===== config.mk =====
export PLATFORM = sky130hd
export DESIGN_NAME = cie_event_logic
export DESIGN_NICKNAME = d
export VERILOG_FILES = /design/src/cie_pkg_dummy_never.sv /design/src/cie_pkg.sv /design/src/cie_event_logic.sv
export SDC_FILE = /design/constraint.sdc
export NUM_CORES = 1
export LEC_CHECK = 0
export ABC_AREA = 1
export BUFFER_PORTS_ARGS = -buffer_cell sky130_fd_sc_hd__buf_2
export CAP_MARGIN = 5
export CORE_MARGIN = 2
export CORE_UTILIZATION = 30
export DETAILED_ROUTE_END_ITERATION = 10
export PLACE_DENSITY = 0.49
export SYNTH_ARGS = -nofsm -noshare
export SYNTH_HDL_FRONTEND = slang
export SYNTH_SLANG_ARGS = --single-unit

===== constraint.sdc =====
create_clock -name core_clk -period 2 [get_ports core_clk]
set_input_delay 0.2 -clock core_clk [delete_from_list [all_inputs] [get_ports core_clk]]
set_output_delay 0.2 -clock core_clk [all_outputs]
set_load 0.01 [all_outputs]

===== src/cie_pkg_dummy_never.sv =====
// empty companion file: all logic lives in the event logic module
`default_nettype none
`default_nettype wire


===== src/cie_pkg.sv =====
// constants and carrier types of the caller id event logic
`default_nettype none
package cie_pkg;
  // ****************************************************************
  // timing
  // ****************************************************************
  localparam int CLK_PERIOD_PS    = 10000;
  localparam int GUARD_TICK_PS    = 858000000;
  localparam int CARRIER_TIME_US  = 8000;
  localparam int BAUD_RATE        = 1200;
  localparam int CLK_HZ           = 100000000;
  localparam int GUARD_TICK_CYC   = GUARD_TICK_PS / CLK_PERIOD_PS;
  localparam int CARRIER_CYC      =
    (CARRIER_TIME_US * 100 + CLK_PERIOD_PS / 10000 - 1)
    / (CLK_PERIOD_PS / 10000);
  localparam int BAUD_CYC         = CLK_HZ / BAUD_RATE;

  // ****************************************************************
  // register offsets
  // ****************************************************************
  localparam logic [7:0] ADDR_CTRL     = 8'h00;
  localparam logic [7:0] ADDR_FLAGS    = 8'h01;
  localparam logic [7:0] ADDR_STATUS   = 8'h02;
  localparam logic [7:0] ADDR_FSK_DATA = 8'h03;
  localparam logic [7:0] ADDR_DT_DATA  = 8'h04;
  localparam logic [7:0] ADDR_AL_PT    = 8'h05;
  localparam logic [7:0] ADDR_AL_AT    = 8'h06;
  localparam logic [7:0] ADDR_DT_PT    = 8'h07;
  localparam logic [7:0] ADDR_DT_AT    = 8'h08;
  localparam logic [7:0] ADDR_DT_CFG2  = 8'h09;

  // ****************************************************************
  // field positions
  // ****************************************************************
  localparam int CTRL_FSK_EN   = 0;
  localparam int CTRL_ALERT_EN = 1;
  localparam int CTRL_DT_EN    = 2;
  localparam int CTRL_GLOBAL   = 3;
  localparam int FLG_RING      = 0;
  localparam int FLG_ALERT     = 1;
  localparam int FLG_DT        = 2;
  localparam int FLG_BYTE      = 3;
  localparam int FLG_COMBINED  = 7;
  localparam int ST_ALERT_Q    = 0;
  localparam int ST_DT_VALID   = 1;
  localparam int ST_CARRIER    = 2;
  localparam int ST_SER_BIT    = 3;
  localparam int ST_BIT_CLK    = 4;
  localparam int ST_BYTE_RDY   = 5;
  localparam int ST_RING_ENV   = 6;
  localparam int DTD_LOW_GRP   = 4;
  localparam int DTD_HIGH_GRP  = 5;
  localparam int CFG2_TONE_MODE = 4;
  localparam logic [7:0] RST_BYTE = 8'h00;
  localparam logic [2:0] LAST_BIT = 3'h7;

  // ****************************************************************
  // carrier types
  // ****************************************************************
  typedef struct packed {
    logic       ring_envelope;
    logic       alert_tone_raw;
    logic       dual_tone_raw;
    logic [3:0] dual_tone_code;
    logic       high_energy;
    logic       low_energy;
    logic       fsk_band_energy;
    logic       fsk_demod_bit;
  } cie_afe_t;

  typedef struct packed {
    logic       wr;
    logic       rd;
    logic [7:0] addr;
    logic [7:0] wdata;
  } cie_bus_t;

  typedef enum logic [3:0] {
    RX_IDLE  = 4'h1,
    RX_START = 4'h2,
    RX_DATA  = 4'h4,
    RX_STOP  = 4'h8
  } cie_rx_state_t;
endpackage
`default_nettype wire


===== src/cie_event_logic.sv =====
// caller id event logic: enables, guard timers, fsk receiver, flags
// Function
// - separate enables for fsk, alert, dual tone
// - global enable gates all three detectors
// - ring detector always active
// - ring envelope rise sets ring flag
// - raw alert rise restarts guard timer at zero
// - guard timer steps every 0.858 ms tick
// - count equals present guard: stop, qualify
// - qualified alert rise sets sticky alert flag
// - absence qualified likewise with absent guard
// - qualified alert bit is readable in status bit 0
// - dual tone uses same guard qualification
// - decoded dual tone sets valid, stores code
// - dual tone valid rise sets sticky flag
// - config two bit 4 selects tone mode
// - tone mode group bits follow energy one clock later
// - carrier detect with 8 ms hysteresis
// - serial bit and bit clock at 1200 baud
// - full byte loads data, sets byte ready
// - byte ready rise sets sticky flag
`default_nettype none
module cie_event_logic #(
  parameter int GUARD_TICK_CYCLES = cie_pkg::GUARD_TICK_CYC,
  parameter int CARRIER_CYCLES    = cie_pkg::CARRIER_CYC,
  parameter int BAUD_CYCLES       = cie_pkg::BAUD_CYC
) (
  input  wire  logic             core_clk,
  input  wire  logic             nrst,
  input  wire  cie_pkg::cie_bus_t bus,
  output logic [7:0]             rd_data,
  input  wire  cie_pkg::cie_afe_t afe,
  output logic                   combined_irq_flag,
  output logic                   fsk_decoder_on,
  output logic                   alert_on,
  output logic                   dual_tone_on
);

  // ****************************************************************
  // control registers
  // ****************************************************************
  logic [7:0] ctrl_reg;
  logic [7:0] alert_present_guard_reg;
  logic [7:0] alert_absent_guard_reg;
  logic [7:0] dual_tone_present_guard_reg;
  logic [7:0] dual_tone_absent_guard_reg;
  logic [7:0] dual_tone_config_two_reg;
  logic       tone_mode;

  always_ff @(posedge core_clk) begin
    if (!nrst) begin
      ctrl_reg                    <= cie_pkg::RST_BYTE;
      alert_present_guard_reg     <= cie_pkg::RST_BYTE;
      alert_absent_guard_reg      <= cie_pkg::RST_BYTE;
      dual_tone_present_guard_reg <= cie_pkg::RST_BYTE;
      dual_tone_absent_guard_reg  <= cie_pkg::RST_BYTE;
      dual_tone_config_two_reg    <= cie_pkg::RST_BYTE;
    end else if (bus.wr) begin
      if (bus.addr == cie_pkg::ADDR_CTRL) begin
        ctrl_reg <= bus.wdata;
      end else if (bus.addr == cie_pkg::ADDR_AL_PT) begin
        alert_present_guard_reg <= bus.wdata;
      end else if (bus.addr == cie_pkg::ADDR_AL_AT) begin
        alert_absent_guard_reg <= bus.wdata;
      end else if (bus.addr == cie_pkg::ADDR_DT_PT) begin
        dual_tone_present_guard_reg <= bus.wdata;
      end else if (bus.addr == cie_pkg::ADDR_DT_AT) begin
        dual_tone_absent_guard_reg <= bus.wdata;
      end else if (bus.addr == cie_pkg::ADDR_DT_CFG2) begin
        dual_tone_config_two_reg <= bus.wdata;
      end
    end
  end

  // ring path never looks at these enables
  assign fsk_decoder_on = ctrl_reg[cie_pkg::CTRL_FSK_EN]
                        & ctrl_reg[cie_pkg::CTRL_GLOBAL];
  assign alert_on       = ctrl_reg[cie_pkg::CTRL_ALERT_EN]
                        & ctrl_reg[cie_pkg::CTRL_GLOBAL];
  assign dual_tone_on   = ctrl_reg[cie_pkg::CTRL_DT_EN]
                        & ctrl_reg[cie_pkg::CTRL_GLOBAL];
  assign tone_mode = dual_tone_config_two_reg[cie_pkg::CFG2_TONE_MODE];

  // ****************************************************************
  // guard tick divider
  // ****************************************************************
  logic [19:0] tick_cnt_reg;
  logic        tick;

  assign tick = (tick_cnt_reg == 20'(GUARD_TICK_CYCLES - 1));
  always_ff @(posedge core_clk) begin
    if (!nrst || tick) begin
      tick_cnt_reg <= '0;
    end else begin
      tick_cnt_reg <= tick_cnt_reg + 20'h00001;
    end
  end

  // ****************************************************************
  // guard timers: 0 alert, 1 dual tone
  // ****************************************************************
  logic [1:0] g_raw;
  logic [1:0] g_en;
  logic [1:0] g_raw_d_reg;
  logic [1:0] g_run_reg;
  logic [1:0] g_q_reg;
  logic [7:0] g_cnt_reg [2];
  logic [7:0] g_pt [2];
  logic [7:0] g_at [2];

  assign g_raw = {afe.dual_tone_raw & ~tone_mode, afe.alert_tone_raw};
  assign g_en  = {dual_tone_on, alert_on};
  assign g_pt[0] = alert_present_guard_reg;
  assign g_at[0] = alert_absent_guard_reg;
  assign g_pt[1] = dual_tone_present_guard_reg;
  assign g_at[1] = dual_tone_absent_guard_reg;

  genvar gi;
  generate
    for (gi = 0; gi < 2; gi++) begin : g_guard
      logic [7:0] target;
      assign target = g_raw_d_reg[gi] ? g_pt[gi] : g_at[gi];
      always_ff @(posedge core_clk) begin
        if (!nrst || !g_en[gi]) begin
          g_raw_d_reg[gi] <= 1'b0;
          g_run_reg[gi]   <= 1'b0;
          g_q_reg[gi]     <= 1'b0;
          g_cnt_reg[gi]   <= '0;
        end else begin
          g_raw_d_reg[gi] <= g_raw[gi];
          if (g_raw[gi] != g_raw_d_reg[gi]) begin
            g_cnt_reg[gi] <= '0;
            g_run_reg[gi] <= 1'b1;
          end else if (tick && g_run_reg[gi]) begin
            if (g_cnt_reg[gi] == target) begin
              g_run_reg[gi] <= 1'b0;
              g_q_reg[gi]   <= g_raw_d_reg[gi];
            end else begin
              g_cnt_reg[gi] <= g_cnt_reg[gi] + 8'h01;
            end
          end
        end
      end
    end
  endgenerate

  logic alert_tone_qualified;
  logic dual_tone_valid;
  assign alert_tone_qualified = g_q_reg[0];
  assign dual_tone_valid      = g_q_reg[1];

  // ****************************************************************
  // dual tone data
  // ****************************************************************
  logic [3:0] dt_code_reg;
  logic       high_group_present;
  logic       low_group_present;
  logic       dt_q_d_reg;

  always_ff @(posedge core_clk) begin
    if (!nrst) begin
      dt_code_reg <= '0;
    end else if (g_guard[1].target == g_cnt_reg[1] && tick
                 && g_run_reg[1] && g_raw_d_reg[1] && g_raw[1]) begin
      dt_code_reg <= afe.dual_tone_code;
    end
  end

  // group bits are not guarded: meant for fast polling only
  always_ff @(posedge core_clk) begin
    if (!nrst || !(dual_tone_on && tone_mode)) begin
      high_group_present <= 1'b0;
      low_group_present  <= 1'b0;
    end else begin
      high_group_present <= afe.high_energy;
      low_group_present  <= afe.low_energy;
    end
  end

  // ****************************************************************
  // carrier detect
  // ****************************************************************
  logic [19:0] cd_cnt_reg;
  logic        carrier_detect;
  logic        cd_done;

  // release needs one cycle beyond the 8 ms to be strictly greater
  assign cd_done = carrier_detect
                 ? (cd_cnt_reg == 20'(CARRIER_CYCLES))
                 : (cd_cnt_reg == 20'(CARRIER_CYCLES - 1));
  always_ff @(posedge core_clk) begin
    if (!nrst || !fsk_decoder_on) begin
      cd_cnt_reg     <= '0;
      carrier_detect <= 1'b0;
    end else if (afe.fsk_band_energy == carrier_detect) begin
      cd_cnt_reg <= '0;
    end else if (cd_done) begin
      cd_cnt_reg     <= '0;
      carrier_detect <= ~carrier_detect;
    end else begin
      cd_cnt_reg <= cd_cnt_reg + 20'h00001;
    end
  end

  // ****************************************************************
  // fsk serial receiver
  // ****************************************************************
  cie_pkg::cie_rx_state_t rx_state_reg;
  logic [16:0] baud_cnt_reg;
  logic [2:0]  bit_idx_reg;
  logic [7:0]  shift_reg;
  logic [7:0]  fsk_data_register;
  logic        fsk_byte_ready;
  logic        fsk_serial_bit;
  logic        fsk_bit_clock;
  logic        half_bit;
  logic        full_bit;

  assign half_bit = (baud_cnt_reg == 17'(BAUD_CYCLES / 2 - 1));
  assign full_bit = (baud_cnt_reg == 17'(BAUD_CYCLES - 1));

  always_ff @(posedge core_clk) begin
    if (!nrst || !fsk_decoder_on) begin
      rx_state_reg      <= cie_pkg::RX_IDLE;
      baud_cnt_reg      <= '0;
      bit_idx_reg       <= '0;
      shift_reg         <= '0;
      fsk_byte_ready    <= 1'b0;
    end else begin
      baud_cnt_reg <= baud_cnt_reg + 17'h00001;
      case (rx_state_reg)
        cie_pkg::RX_IDLE: begin
          baud_cnt_reg <= '0;
          if (!afe.fsk_demod_bit) begin
            rx_state_reg   <= cie_pkg::RX_START;
            fsk_byte_ready <= 1'b0;
          end
        end
        cie_pkg::RX_START: begin
          if (half_bit) begin
            baud_cnt_reg <= '0;
            bit_idx_reg  <= '0;
            rx_state_reg <= afe.fsk_demod_bit ? cie_pkg::RX_IDLE
                                              : cie_pkg::RX_DATA;
          end
        end
        cie_pkg::RX_DATA: begin
          if (full_bit) begin
            baud_cnt_reg <= '0;
            shift_reg    <= {afe.fsk_demod_bit, shift_reg[7:1]};
            bit_idx_reg  <= bit_idx_reg + 3'h1;
            if (bit_idx_reg == cie_pkg::LAST_BIT) begin
              rx_state_reg <= cie_pkg::RX_STOP;
            end
          end
        end
        cie_pkg::RX_STOP: begin
          if (full_bit) begin
            rx_state_reg <= cie_pkg::RX_IDLE;
            if (afe.fsk_demod_bit) begin
              fsk_byte_ready <= 1'b1;
            end
          end
        end
        default: rx_state_reg <= cie_pkg::RX_IDLE;
      endcase
    end
  end

  // data register survives a decoder disable so software can still read
  always_ff @(posedge core_clk) begin
    if (!nrst) begin
      fsk_data_register <= cie_pkg::RST_BYTE;
    end else if (rx_state_reg == cie_pkg::RX_STOP && full_bit
                 && afe.fsk_demod_bit && fsk_decoder_on) begin
      fsk_data_register <= shift_reg;
    end
  end

  always_ff @(posedge core_clk) begin
    if (!nrst || !fsk_decoder_on) begin
      fsk_serial_bit <= 1'b1;
      fsk_bit_clock  <= 1'b0;
    end else begin
      fsk_serial_bit <= afe.fsk_demod_bit;
      if (rx_state_reg == cie_pkg::RX_DATA && full_bit) begin
        fsk_bit_clock <= 1'b1;
      end else if (half_bit) begin
        fsk_bit_clock <= 1'b0;
      end
    end
  end

  // ****************************************************************
  // event flags
  // ****************************************************************
  logic [3:0] flag_reg;
  logic [3:0] flag_set;
  logic [3:0] flag_clr;
  logic       ring_d_reg;
  logic       alert_q_d_reg;
  logic       byte_d_reg;
  logic       comb_reg;

  always_ff @(posedge core_clk) begin
    if (!nrst) begin
      ring_d_reg    <= 1'b0;
      alert_q_d_reg <= 1'b0;
      dt_q_d_reg    <= 1'b0;
      byte_d_reg    <= 1'b0;
    end else begin
      ring_d_reg    <= afe.ring_envelope;
      alert_q_d_reg <= alert_tone_qualified;
      dt_q_d_reg    <= dual_tone_valid;
      byte_d_reg    <= fsk_byte_ready;
    end
  end

  assign flag_set[cie_pkg::FLG_RING]  = afe.ring_envelope & ~ring_d_reg;
  assign flag_set[cie_pkg::FLG_ALERT] = alert_tone_qualified
                                      & ~alert_q_d_reg;
  assign flag_set[cie_pkg::FLG_DT]    = dual_tone_valid & ~dt_q_d_reg;
  assign flag_set[cie_pkg::FLG_BYTE]  = fsk_byte_ready & ~byte_d_reg;
  assign flag_clr = (bus.wr && bus.addr == cie_pkg::ADDR_FLAGS)
                  ? bus.wdata[3:0] : 4'h0;

  // a set arriving with its clear wins, so no event is lost
  always_ff @(posedge core_clk) begin
    if (!nrst) begin
      flag_reg <= '0;
      comb_reg <= 1'b0;
    end else begin
      flag_reg <= (flag_reg & ~flag_clr) | flag_set;
      if (|flag_set) begin
        comb_reg <= 1'b1;
      end else if (bus.wr && bus.addr == cie_pkg::ADDR_FLAGS
                   && bus.wdata[cie_pkg::FLG_COMBINED]) begin
        comb_reg <= 1'b0;
      end
    end
  end

  assign combined_irq_flag = comb_reg | (|flag_reg);

  // ****************************************************************
  // read port
  // ****************************************************************
  logic [7:0] status;
  logic [7:0] flags_rd;
  logic [7:0] dt_rd;

  always_comb begin
    status = '0;
    status[cie_pkg::ST_ALERT_Q]  = alert_tone_qualified;
    status[cie_pkg::ST_DT_VALID] = dual_tone_valid;
    status[cie_pkg::ST_CARRIER]  = carrier_detect;
    status[cie_pkg::ST_SER_BIT]  = fsk_serial_bit;
    status[cie_pkg::ST_BIT_CLK]  = fsk_bit_clock;
    status[cie_pkg::ST_BYTE_RDY] = fsk_byte_ready;
    status[cie_pkg::ST_RING_ENV] = ring_d_reg;
    flags_rd = {4'h0, flag_reg};
    flags_rd[cie_pkg::FLG_COMBINED] = combined_irq_flag;
    dt_rd = {4'h0, dt_code_reg};
    dt_rd[cie_pkg::DTD_LOW_GRP]  = low_group_present;
    dt_rd[cie_pkg::DTD_HIGH_GRP] = high_group_present;
  end

  always_ff @(posedge core_clk) begin
    if (!nrst || !bus.rd) begin
      rd_data <= '0;
    end else if (bus.addr == cie_pkg::ADDR_CTRL) begin
      rd_data <= ctrl_reg;
    end else if (bus.addr == cie_pkg::ADDR_FLAGS) begin
      rd_data <= flags_rd;
    end else if (bus.addr == cie_pkg::ADDR_STATUS) begin
      rd_data <= status;
    end else if (bus.addr == cie_pkg::ADDR_FSK_DATA) begin
      rd_data <= fsk_data_register;
    end else if (bus.addr == cie_pkg::ADDR_DT_DATA) begin
      rd_data <= dt_rd;
    end else if (bus.addr == cie_pkg::ADDR_AL_PT) begin
      rd_data <= alert_present_guard_reg;
    end else if (bus.addr == cie_pkg::ADDR_AL_AT) begin
      rd_data <= alert_absent_guard_reg;
    end else if (bus.addr == cie_pkg::ADDR_DT_PT) begin
      rd_data <= dual_tone_present_guard_reg;
    end else if (bus.addr == cie_pkg::ADDR_DT_AT) begin
      rd_data <= dual_tone_absent_guard_reg;
    end else if (bus.addr == cie_pkg::ADDR_DT_CFG2) begin
      rd_data <= dual_tone_config_two_reg;
    end else begin
      rd_data <= '0;
    end
  end
endmodule // cie_event_logic
`default_nettype wire


==> results of run 1 <==
==> final timing paths <==
| path | start | to | slack (ns) | cells after the start |
|---|---|---|---|---|
| max | tick_cnt_reg[1]$_SDFF_PP0_ | g_cnt_reg[0][6]$_SDFFCE_PN0P_ | 0.17 | 8 |
| min | afe[3] | high_group_present$_SDFF_PP0_ | 0.02 | 2 |
| min reg2reg | fsk_byte_ready$_SDFFE_PP0P_ | byte_d_reg$_SDFF_PN0_ | 0.43 | 2 |
| max reg2reg | tick_cnt_reg[1]$_SDFF_PP0_ | g_cnt_reg[0][6]$_SDFFCE_PN0P_ | 0.17 | 8 |
==> area by class of cell <==
type | count | area, µm² | area share, %
clock inverter | 14 | 139 | 1.35
inverter | 170 | 642 | 6.25
sequential | 177 | 3700 | 36.1
multi-input combinational | 802 | 4360 | 42.5
timing repair buffer | 75 | 488 | 4.75
tap | 384 | 480 | 4.68
clock buffer | 18 | 450 | 4.39
==> metrics by stage <==
stage          setup WS [ns]  area (µm²)
2_1_floorplan          0.131        8870
3_3_place_gp          0.0269        9650
3_5_place_dp         0.00625        9650
4_1_cts              0.00430       10300
5_1_grt              -0.0128       10300
6_report               0.173       10300
==> logic make-up after synthesis <==
logic type      Yosys count
compound gates          210
buf+inv                 192
fa+ha+maj                 9
xor+xnor                 56
simple gates            527
flops                   177
==> per-layer routing <==
| metal | GRT usage (%) | vias to the layer above |
|---|---|---|
| met1 | 21.5 | 3400 |
| li1 | - | 3960 |
| met2 | 24.7 | 86 |
| met3 | 2.43 | 20 |
| met5 | 0 | - |
| met4 | 4.37 | 0 |
==> report_power, final <==
part	internal, W	switching, W
registers	0.00358	0.00000805
logic	0.0000778	0.000155
clock network	0.00173	0.00163
==> repair_timing <==
| action | in CTS | in global routing |
|---|---|---|
| resized for setup | 0 | 1 |
| hold buffers | 2 | 0 |
| endpoints found under the setup margin | 0 | 16 |
| setup buffers | 0 | 1 |
| endpoints found under the hold margin | 2 | 0 |
==> cells in the final DEF, fill, tap and decap left out, types with 16 or more instances in the layout <==
cell	netlist	final
inv_1	157	157
buf_2	3	42
nand3_1	51	51
clkbuf_16	0	18
edfxtp_1	16	16
dfxtp_1	161	161
xnor2_1	16	16
a21oi_1	90	90
nor2_2	21	21
buf_4	3	29
o21ai_0	79	79
o21ai_1	17	17
nand2_1	178	177
nand4_1	27	27
nor2_1	152	152
nor3_1	26	26
xor2_1	40	40
==> run_results.csv, run 1 <==
group,metric,value,unit
synthesis,synth_commonest_cells,"178 x nand2_1, 161 x dfxtp_1, 157 x inv_1",
synthesis,compound_gate_portion_of_the_synthesized_area,12.6,%
synthesis,yosys-mux-area-fraction,0,%
synthesis,synth_edf_count,16,
finish,antennaDiodeCount,0,
setup_path,cp_data_arrival_time,1.97,ns
setup_path,setup.worst_path.class,"flop to flop",
synthesis,synth.yosys.seq_area_share,41.8,%
run,maxCapViolCount,0,
synthesis,most_common_cell_in_the_synthesized_netlist,"nand2_1",
synthesis,dominant_combinational_cell_family_by_area_after_synthesis,"simple AND/OR/NAND/NOR gates",
hold_path,hold_path_class,"primary input to flop",
placement,placement.io_buffers,42,
setup_path,worst-path-buf-inv,1,
synthesis,synth_warnings,0,
sta,slew_headroom,63.9,%
setup_path,cp_data_required_time,2.14,ns
synthesis,netlist-cell-type-count,47,
die,io_pins,43,
synthesis,yosys.area_share.xor_xnor,5.53,%
sta,worstMarginPinSlew,0.537,ns
placement,numPlacedInstances,1605,
drt,drt-total-wl,22900,µm
sta,max_freq,547,MHz
die,die_width,176,µm
sta,final_min_period_over_clock_period,91.4,%
global_route,grtUsageTotal,15.4,%
power_and_ir_drop,p_per_area,699,nW/µm²
die,start_util,30.7,%
synthesis,syn_avg_cell_area,7.57,µm²
drt,first_pass_iters,5,
die,die_area,31000,µm²
global_route,total_overflow_reported_by_the_global_router,0,
synthesis,synth_ff_type,"dfxtp_1",
sta,layout_min_cycle_time,1.83,ns
sta,setup_total_negative_slack,0,ns
clock_tree,tritoncts,"done",
setup_path,startpoint_type_of_the_worst_setup_path,"flop",
drt,vias_per_cell,4.55,
synthesis,yosysTopAreaCellShare,36.3,%
synthesis,synth_cells,1171,
setup_path,timing.critical_path.slowest_stage_cell,"dfxtp_1",
setup_path,cp-end-kind,"flop",
clock_tree,worst_setup_hold_path_clk_slew,0.07,ns
setup_path,crit_fanout,8,
drt,routed_wire_length_per_instance,14.0,µm
synthesis,synth_simple_gate_area_share,29.7,%
drt,first_iter_violations,382,
global_route,grt_antenna_before_repair,0,
clock_tree,clock_sinks,177,
finish,layout-drive-gt1-share,16.0,%
global_route,grt_start_max_net_pins,67,
drt,dr.max_layer_used,"met4",
finish,post-route-util,35.5,%
sta,final.hold.worst_slack,0.0237,ns
drt,met1_length,11500,µm
power_and_ir_drop,total_power,0.00718,W
global_route,grt_first_pass_wirelength,37900,µm
setup_path,critical_path.cell_chain,"ha_1, nand2_2, nor3_1, nand3b_1, nor2_2, nand3_4, nand4_1, buf_4",
drt,dr_total_vias,7466,
finish,area_growth_syn_to_layout,15.7,%
drt,drt_drc_violations_left,0,
synthesis,mappedNetlistNets,1211,
synthesis,syn-cell-area,8870,µm²
sta,report.final.slew_viol_count,0,
clock_tree,number_of_clock_buffers_inserted_by_tritoncts,17,
sta,setup_viol,0,
clock_tree,htree_levels,4,
placement,detailedPlacementHpwl,17600,µm
outcome,outcome,"finished, final reports clean",
drt,postRouteAntennaNets,0,
clock_tree,buffer_depth_of_the_longest_clock_path,2,
synthesis,postSynthRegisterBits,177,
synthesis,synthDominantAreaCellType,"dfxtp_1",
sta,hold_viol,0,
die,overall_die_height,176,µm
sta,skew,0.0166,ns
setup_path,critical_path_s_largest_stage_delay,0.35,ns
synthesis,fraction_of_the_mapped_netlist_area_in_adder_cells,1.27,%
synthesis,fraction_of_registers_with_async_set_or_reset_after_synthesis,0,%
die,core,28900,µm²
global_route,first_global_vias,7105,
finish,layout.cells.non_filler,1640,
finish,final.fill_count,3089,
drt,detailroute.wirelength.met3,590,µm
drt,met2_wirelength,10400,µm
clock_tree,worstSkewPairLatency,0.44,ns
power_and_ir_drop,ir_worst_vdd,0.589,mV
die,placement_rows,62,
finish,final_nets,1283,
power_and_ir_drop,p_leak,4.07,nW
placement,place.gp.congestion,0.820,
clock_tree,cts-root-buf,"clkbuf_16",
synthesis,synth.area.top_cells,"dfxtp_1 36%, nand2_1 7.5%, inv_1 6.6%",
setup_path,critPathTopFamily,"simple AND/OR/NAND/NOR gates",
(Power assumes the default switching activity.)
==> run 2: changes to the inputs <==
--- a/config.mk
+++ b/config.mk
@@ -6,12 +6,13 @@
 export NUM_CORES = 1
 export LEC_CHECK = 0
 export ABC_AREA = 1
+export ABC_CLOCK_PERIOD_IN_PS = 2000
 export BUFFER_PORTS_ARGS = -buffer_cell sky130_fd_sc_hd__buf_2
 export CAP_MARGIN = 5
 export CORE_MARGIN = 2
 export CORE_UTILIZATION = 30
 export DETAILED_ROUTE_END_ITERATION = 10
-export PLACE_DENSITY = 0.49
+export PLACE_DENSITY = 0.51
 export SYNTH_ARGS = -nofsm -noshare
 export SYNTH_HDL_FRONTEND = slang
 export SYNTH_SLANG_ARGS = --single-unit
==> run_results.csv, run 2 (synthesis results as in run 1) <==
group,metric,value,unit
power_and_ir_drop,ir_worst_vdd,0.538,mV
hold_path,hold_path_class,"primary input to flop",
finish,layout_commonest_cell,"nand2_1",
global_route,grt_antenna_before_repair,1,
sta,final_min_period_over_clock_period,91.2,%
die,start_util,30.7,%
finish,layout-drive-gt1-share,15.8,%
setup_path,reg2reg_from,"tick_cnt_reg[1]$_SDFF_PP0_",
global_route,first_global_vias,7108,
drt,postRouteAntennaNets,0,
setup_path,cp_data_required_time,2.14,ns
die,core,28900,µm²
placement,detailedPlacementHpwl,17500,µm
sta,setup_total_negative_slack,0,ns
die,die_area,31000,µm²
setup_path,cp-end-kind,"flop",
die,die_width,176,µm
die,overall_die_height,176,µm
power_and_ir_drop,sw_frac_of_total,25.0,%
finish,layout.cells.non_filler,1636,
drt,vias_per_cell,4.57,
power_and_ir_drop,internal_power,0.00546,W
hold_path,timing.hold.worst_endpoint,"low_group_present$_SDFF_PP0_",
power_and_ir_drop,p_per_area,710,nW/µm²
hold_path,hp-start,"afe[2]",
drt,first_pass_iters,5,
global_route,grtUsageTotal,15.0,%
setup_path,worst_r2r_path_cells,8,
power_and_ir_drop,power.sequential.fraction,49.2,%
drt,drt_drc_violations_left,0,
sta,skew,0.0146,ns
die,placement_rows,62,
setup_path,crit-reg2reg-capture,"g_cnt_reg[0][4]$_SDFFCE_PN0P_",
drt,drt-total-wl,22700,µm
clock_tree,htree_levels,4,
clock_tree,tritoncts,"done",
clock_tree,clock_sinks,177,
sta,worstMarginPinSlew,0.609,ns
setup_path,setup.worst_path.class,"flop to flop",
sta,hold_viol,0,
setup_path,crit_fanout,8,
power_and_ir_drop,pwr-share-clk,47.6,%
finish,post-route-util,35.4,%
finish,register_area,3700,µm²
clock_tree,worstSkewPairLatency,0.43,ns
outcome,outcome,"finished, final reports clean",
placement,placement.io_buffers,42,
sta,setup_viol,0,
finish,antennaDiodeCount,0,
setup_path,startpoint_type_of_the_worst_setup_path,"flop",
clock_tree,number_of_clock_buffers_inserted_by_tritoncts,17,
sta,layout_min_cycle_time,1.82,ns
finish,final_cell_mix,"177 x nand2_1, 161 x dfxtp_1, 157 x inv_1",
global_route,grt_start_max_net_pins,65,
power_and_ir_drop,power.net_switching,0.00182,W
hold_path,whs_path_depth,2,
finish,final_nets,1279,
placement,place.gp.congestion,0.847,
sta,slew_headroom,59.4,%
die,io_pins,43,
sta,rsz_0062_raised_after_global_routing,"no",
power_and_ir_drop,combPwrFrac,3.2,%
power_and_ir_drop,total_power,0.00728,W
drt,first_iter_violations,483,
global_route,total_overflow_reported_by_the_global_router,0,
power_and_ir_drop,p_leak,4.06,nW
run,maxCapViolCount,0,
setup_path,cp_data_arrival_time,1.96,ns
clock_tree,cts-root-buf,"clkbuf_16",
clock_tree,buffer_depth_of_the_longest_clock_path,2,
sta,max_freq,548,MHz
setup_path,rrSetupSlack,0.18,ns
clock_tree,worst_setup_hold_path_clk_slew,0.07,ns
finish,area_growth_syn_to_layout,15.5,%
drt,dr_total_vias,7473,
global_route,grt_first_pass_wirelength,36900,µm
finish,final.fill_count,3104,
drt,routed_wire_length_per_instance,13.9,µm
placement,numPlacedInstances,1602,
sta,report.final.slew_viol_count,0,
finish,multi_input_comb_area,4370,µm²
-- run 2: cell count changes in the layout (fill, tap and decap cells not counted), sizes merged --
cell	change
buf	-3
clkinvlp	-3
bufinv	+1
dlygate4sd3	-1
clkbuf	-1
inv	+3
-- run 2: how the worst max path moves through the flow --
stage                     cells after the start                             to                       start  slack [ns]
final                                         8  g_cnt_reg[0][4]$_SDFFCE_PN0P_  tick_cnt_reg[1]$_SDFF_PP0_        0.18
after global routing                         11    tick_cnt_reg[16]$_SDFF_PP0_  tick_cnt_reg[1]$_SDFF_PP0_      0.0004
after CTS                                     7  g_cnt_reg[1][7]$_SDFFCE_PN0P_  tick_cnt_reg[1]$_SDFF_PP0_        0.05
after detailed placement                      8  g_cnt_reg[0][2]$_SDFFCE_PN0P_   g_raw_d_reg[0]$_SDFF_PP0_       -0.03
after global placement                        8  g_cnt_reg[0][2]$_SDFFCE_PN0P_   g_raw_d_reg[0]$_SDFF_PP0_        0.06
after floorplan                               9  g_cnt_reg[0][0]$_SDFFCE_PN0P_   g_raw_d_reg[0]$_SDFF_PP0_        0.13
-- run 2: final cells by class --
class,instances,area share (%)
clock inverters,15,1.81
clock buffers,17,4.15
multi-input cells,802,42.6
repair buffers,71,4.32
well taps,384,4.69
inverters,170,6.26
flip-flops and latches,177,36.1
-- run 2: metrics by stage --
stage	hold slack (ns)	setup slack (ns)	cell area (µm²)
2_1_floorplan	0.293	0.131	8870
3_3_place_gp	0.394	0.0580	9610
3_5_place_dp	0.417	-0.0287	9610
4_1_cts	0.00563	0.0533	10200
5_1_grt	0.00478	0.000394	10200
6_report	0.0152	0.176	10200
-- run 2: per-layer routing --
layer | wire [µm] | global-route usage [%]
met1 | 11200 | 20.4
met2 | 10600 | 24.8
met3 | 581 | 2.33
met4 | 311 | 4.27
met5 | 0 | 0
-- run 2: timing repair --
action | in CTS | in global routing
hold endpoints to repair | 1 | 0
resized for setup | 0 | 2
endpoints found under the setup margin | 8 | 11
buffers inserted | 1 | 0
hold buffers | 1 | 0
-- run 2: worst max-delay path, stage by stage, from the launching register on --
cell and delay, ns:
dfxtp_1 0.36, ha_1 0.21, nand2_2 0.07, nor3_1 0.17, nand3b_1 0.18, nor2_2 0.22
nand3_4 0.09, nand4_1 0.07, buf_4 0.17
-- run 2: power groups by stage --
stage | registers, W | clock network (W) | logic (W)
finish | 0.00358 | 0.00346 | 0.000231
global route | 0.00359 | 0.00369 | 0.000257
CTS | 0.00358 | 0.00355 | 0.000233
detailed placement | 0.00367 | 0 | 0.000231
global placement | 0.00367 | 0 | 0.000231
floorplan | 0.00367 | 0 | 0.000121
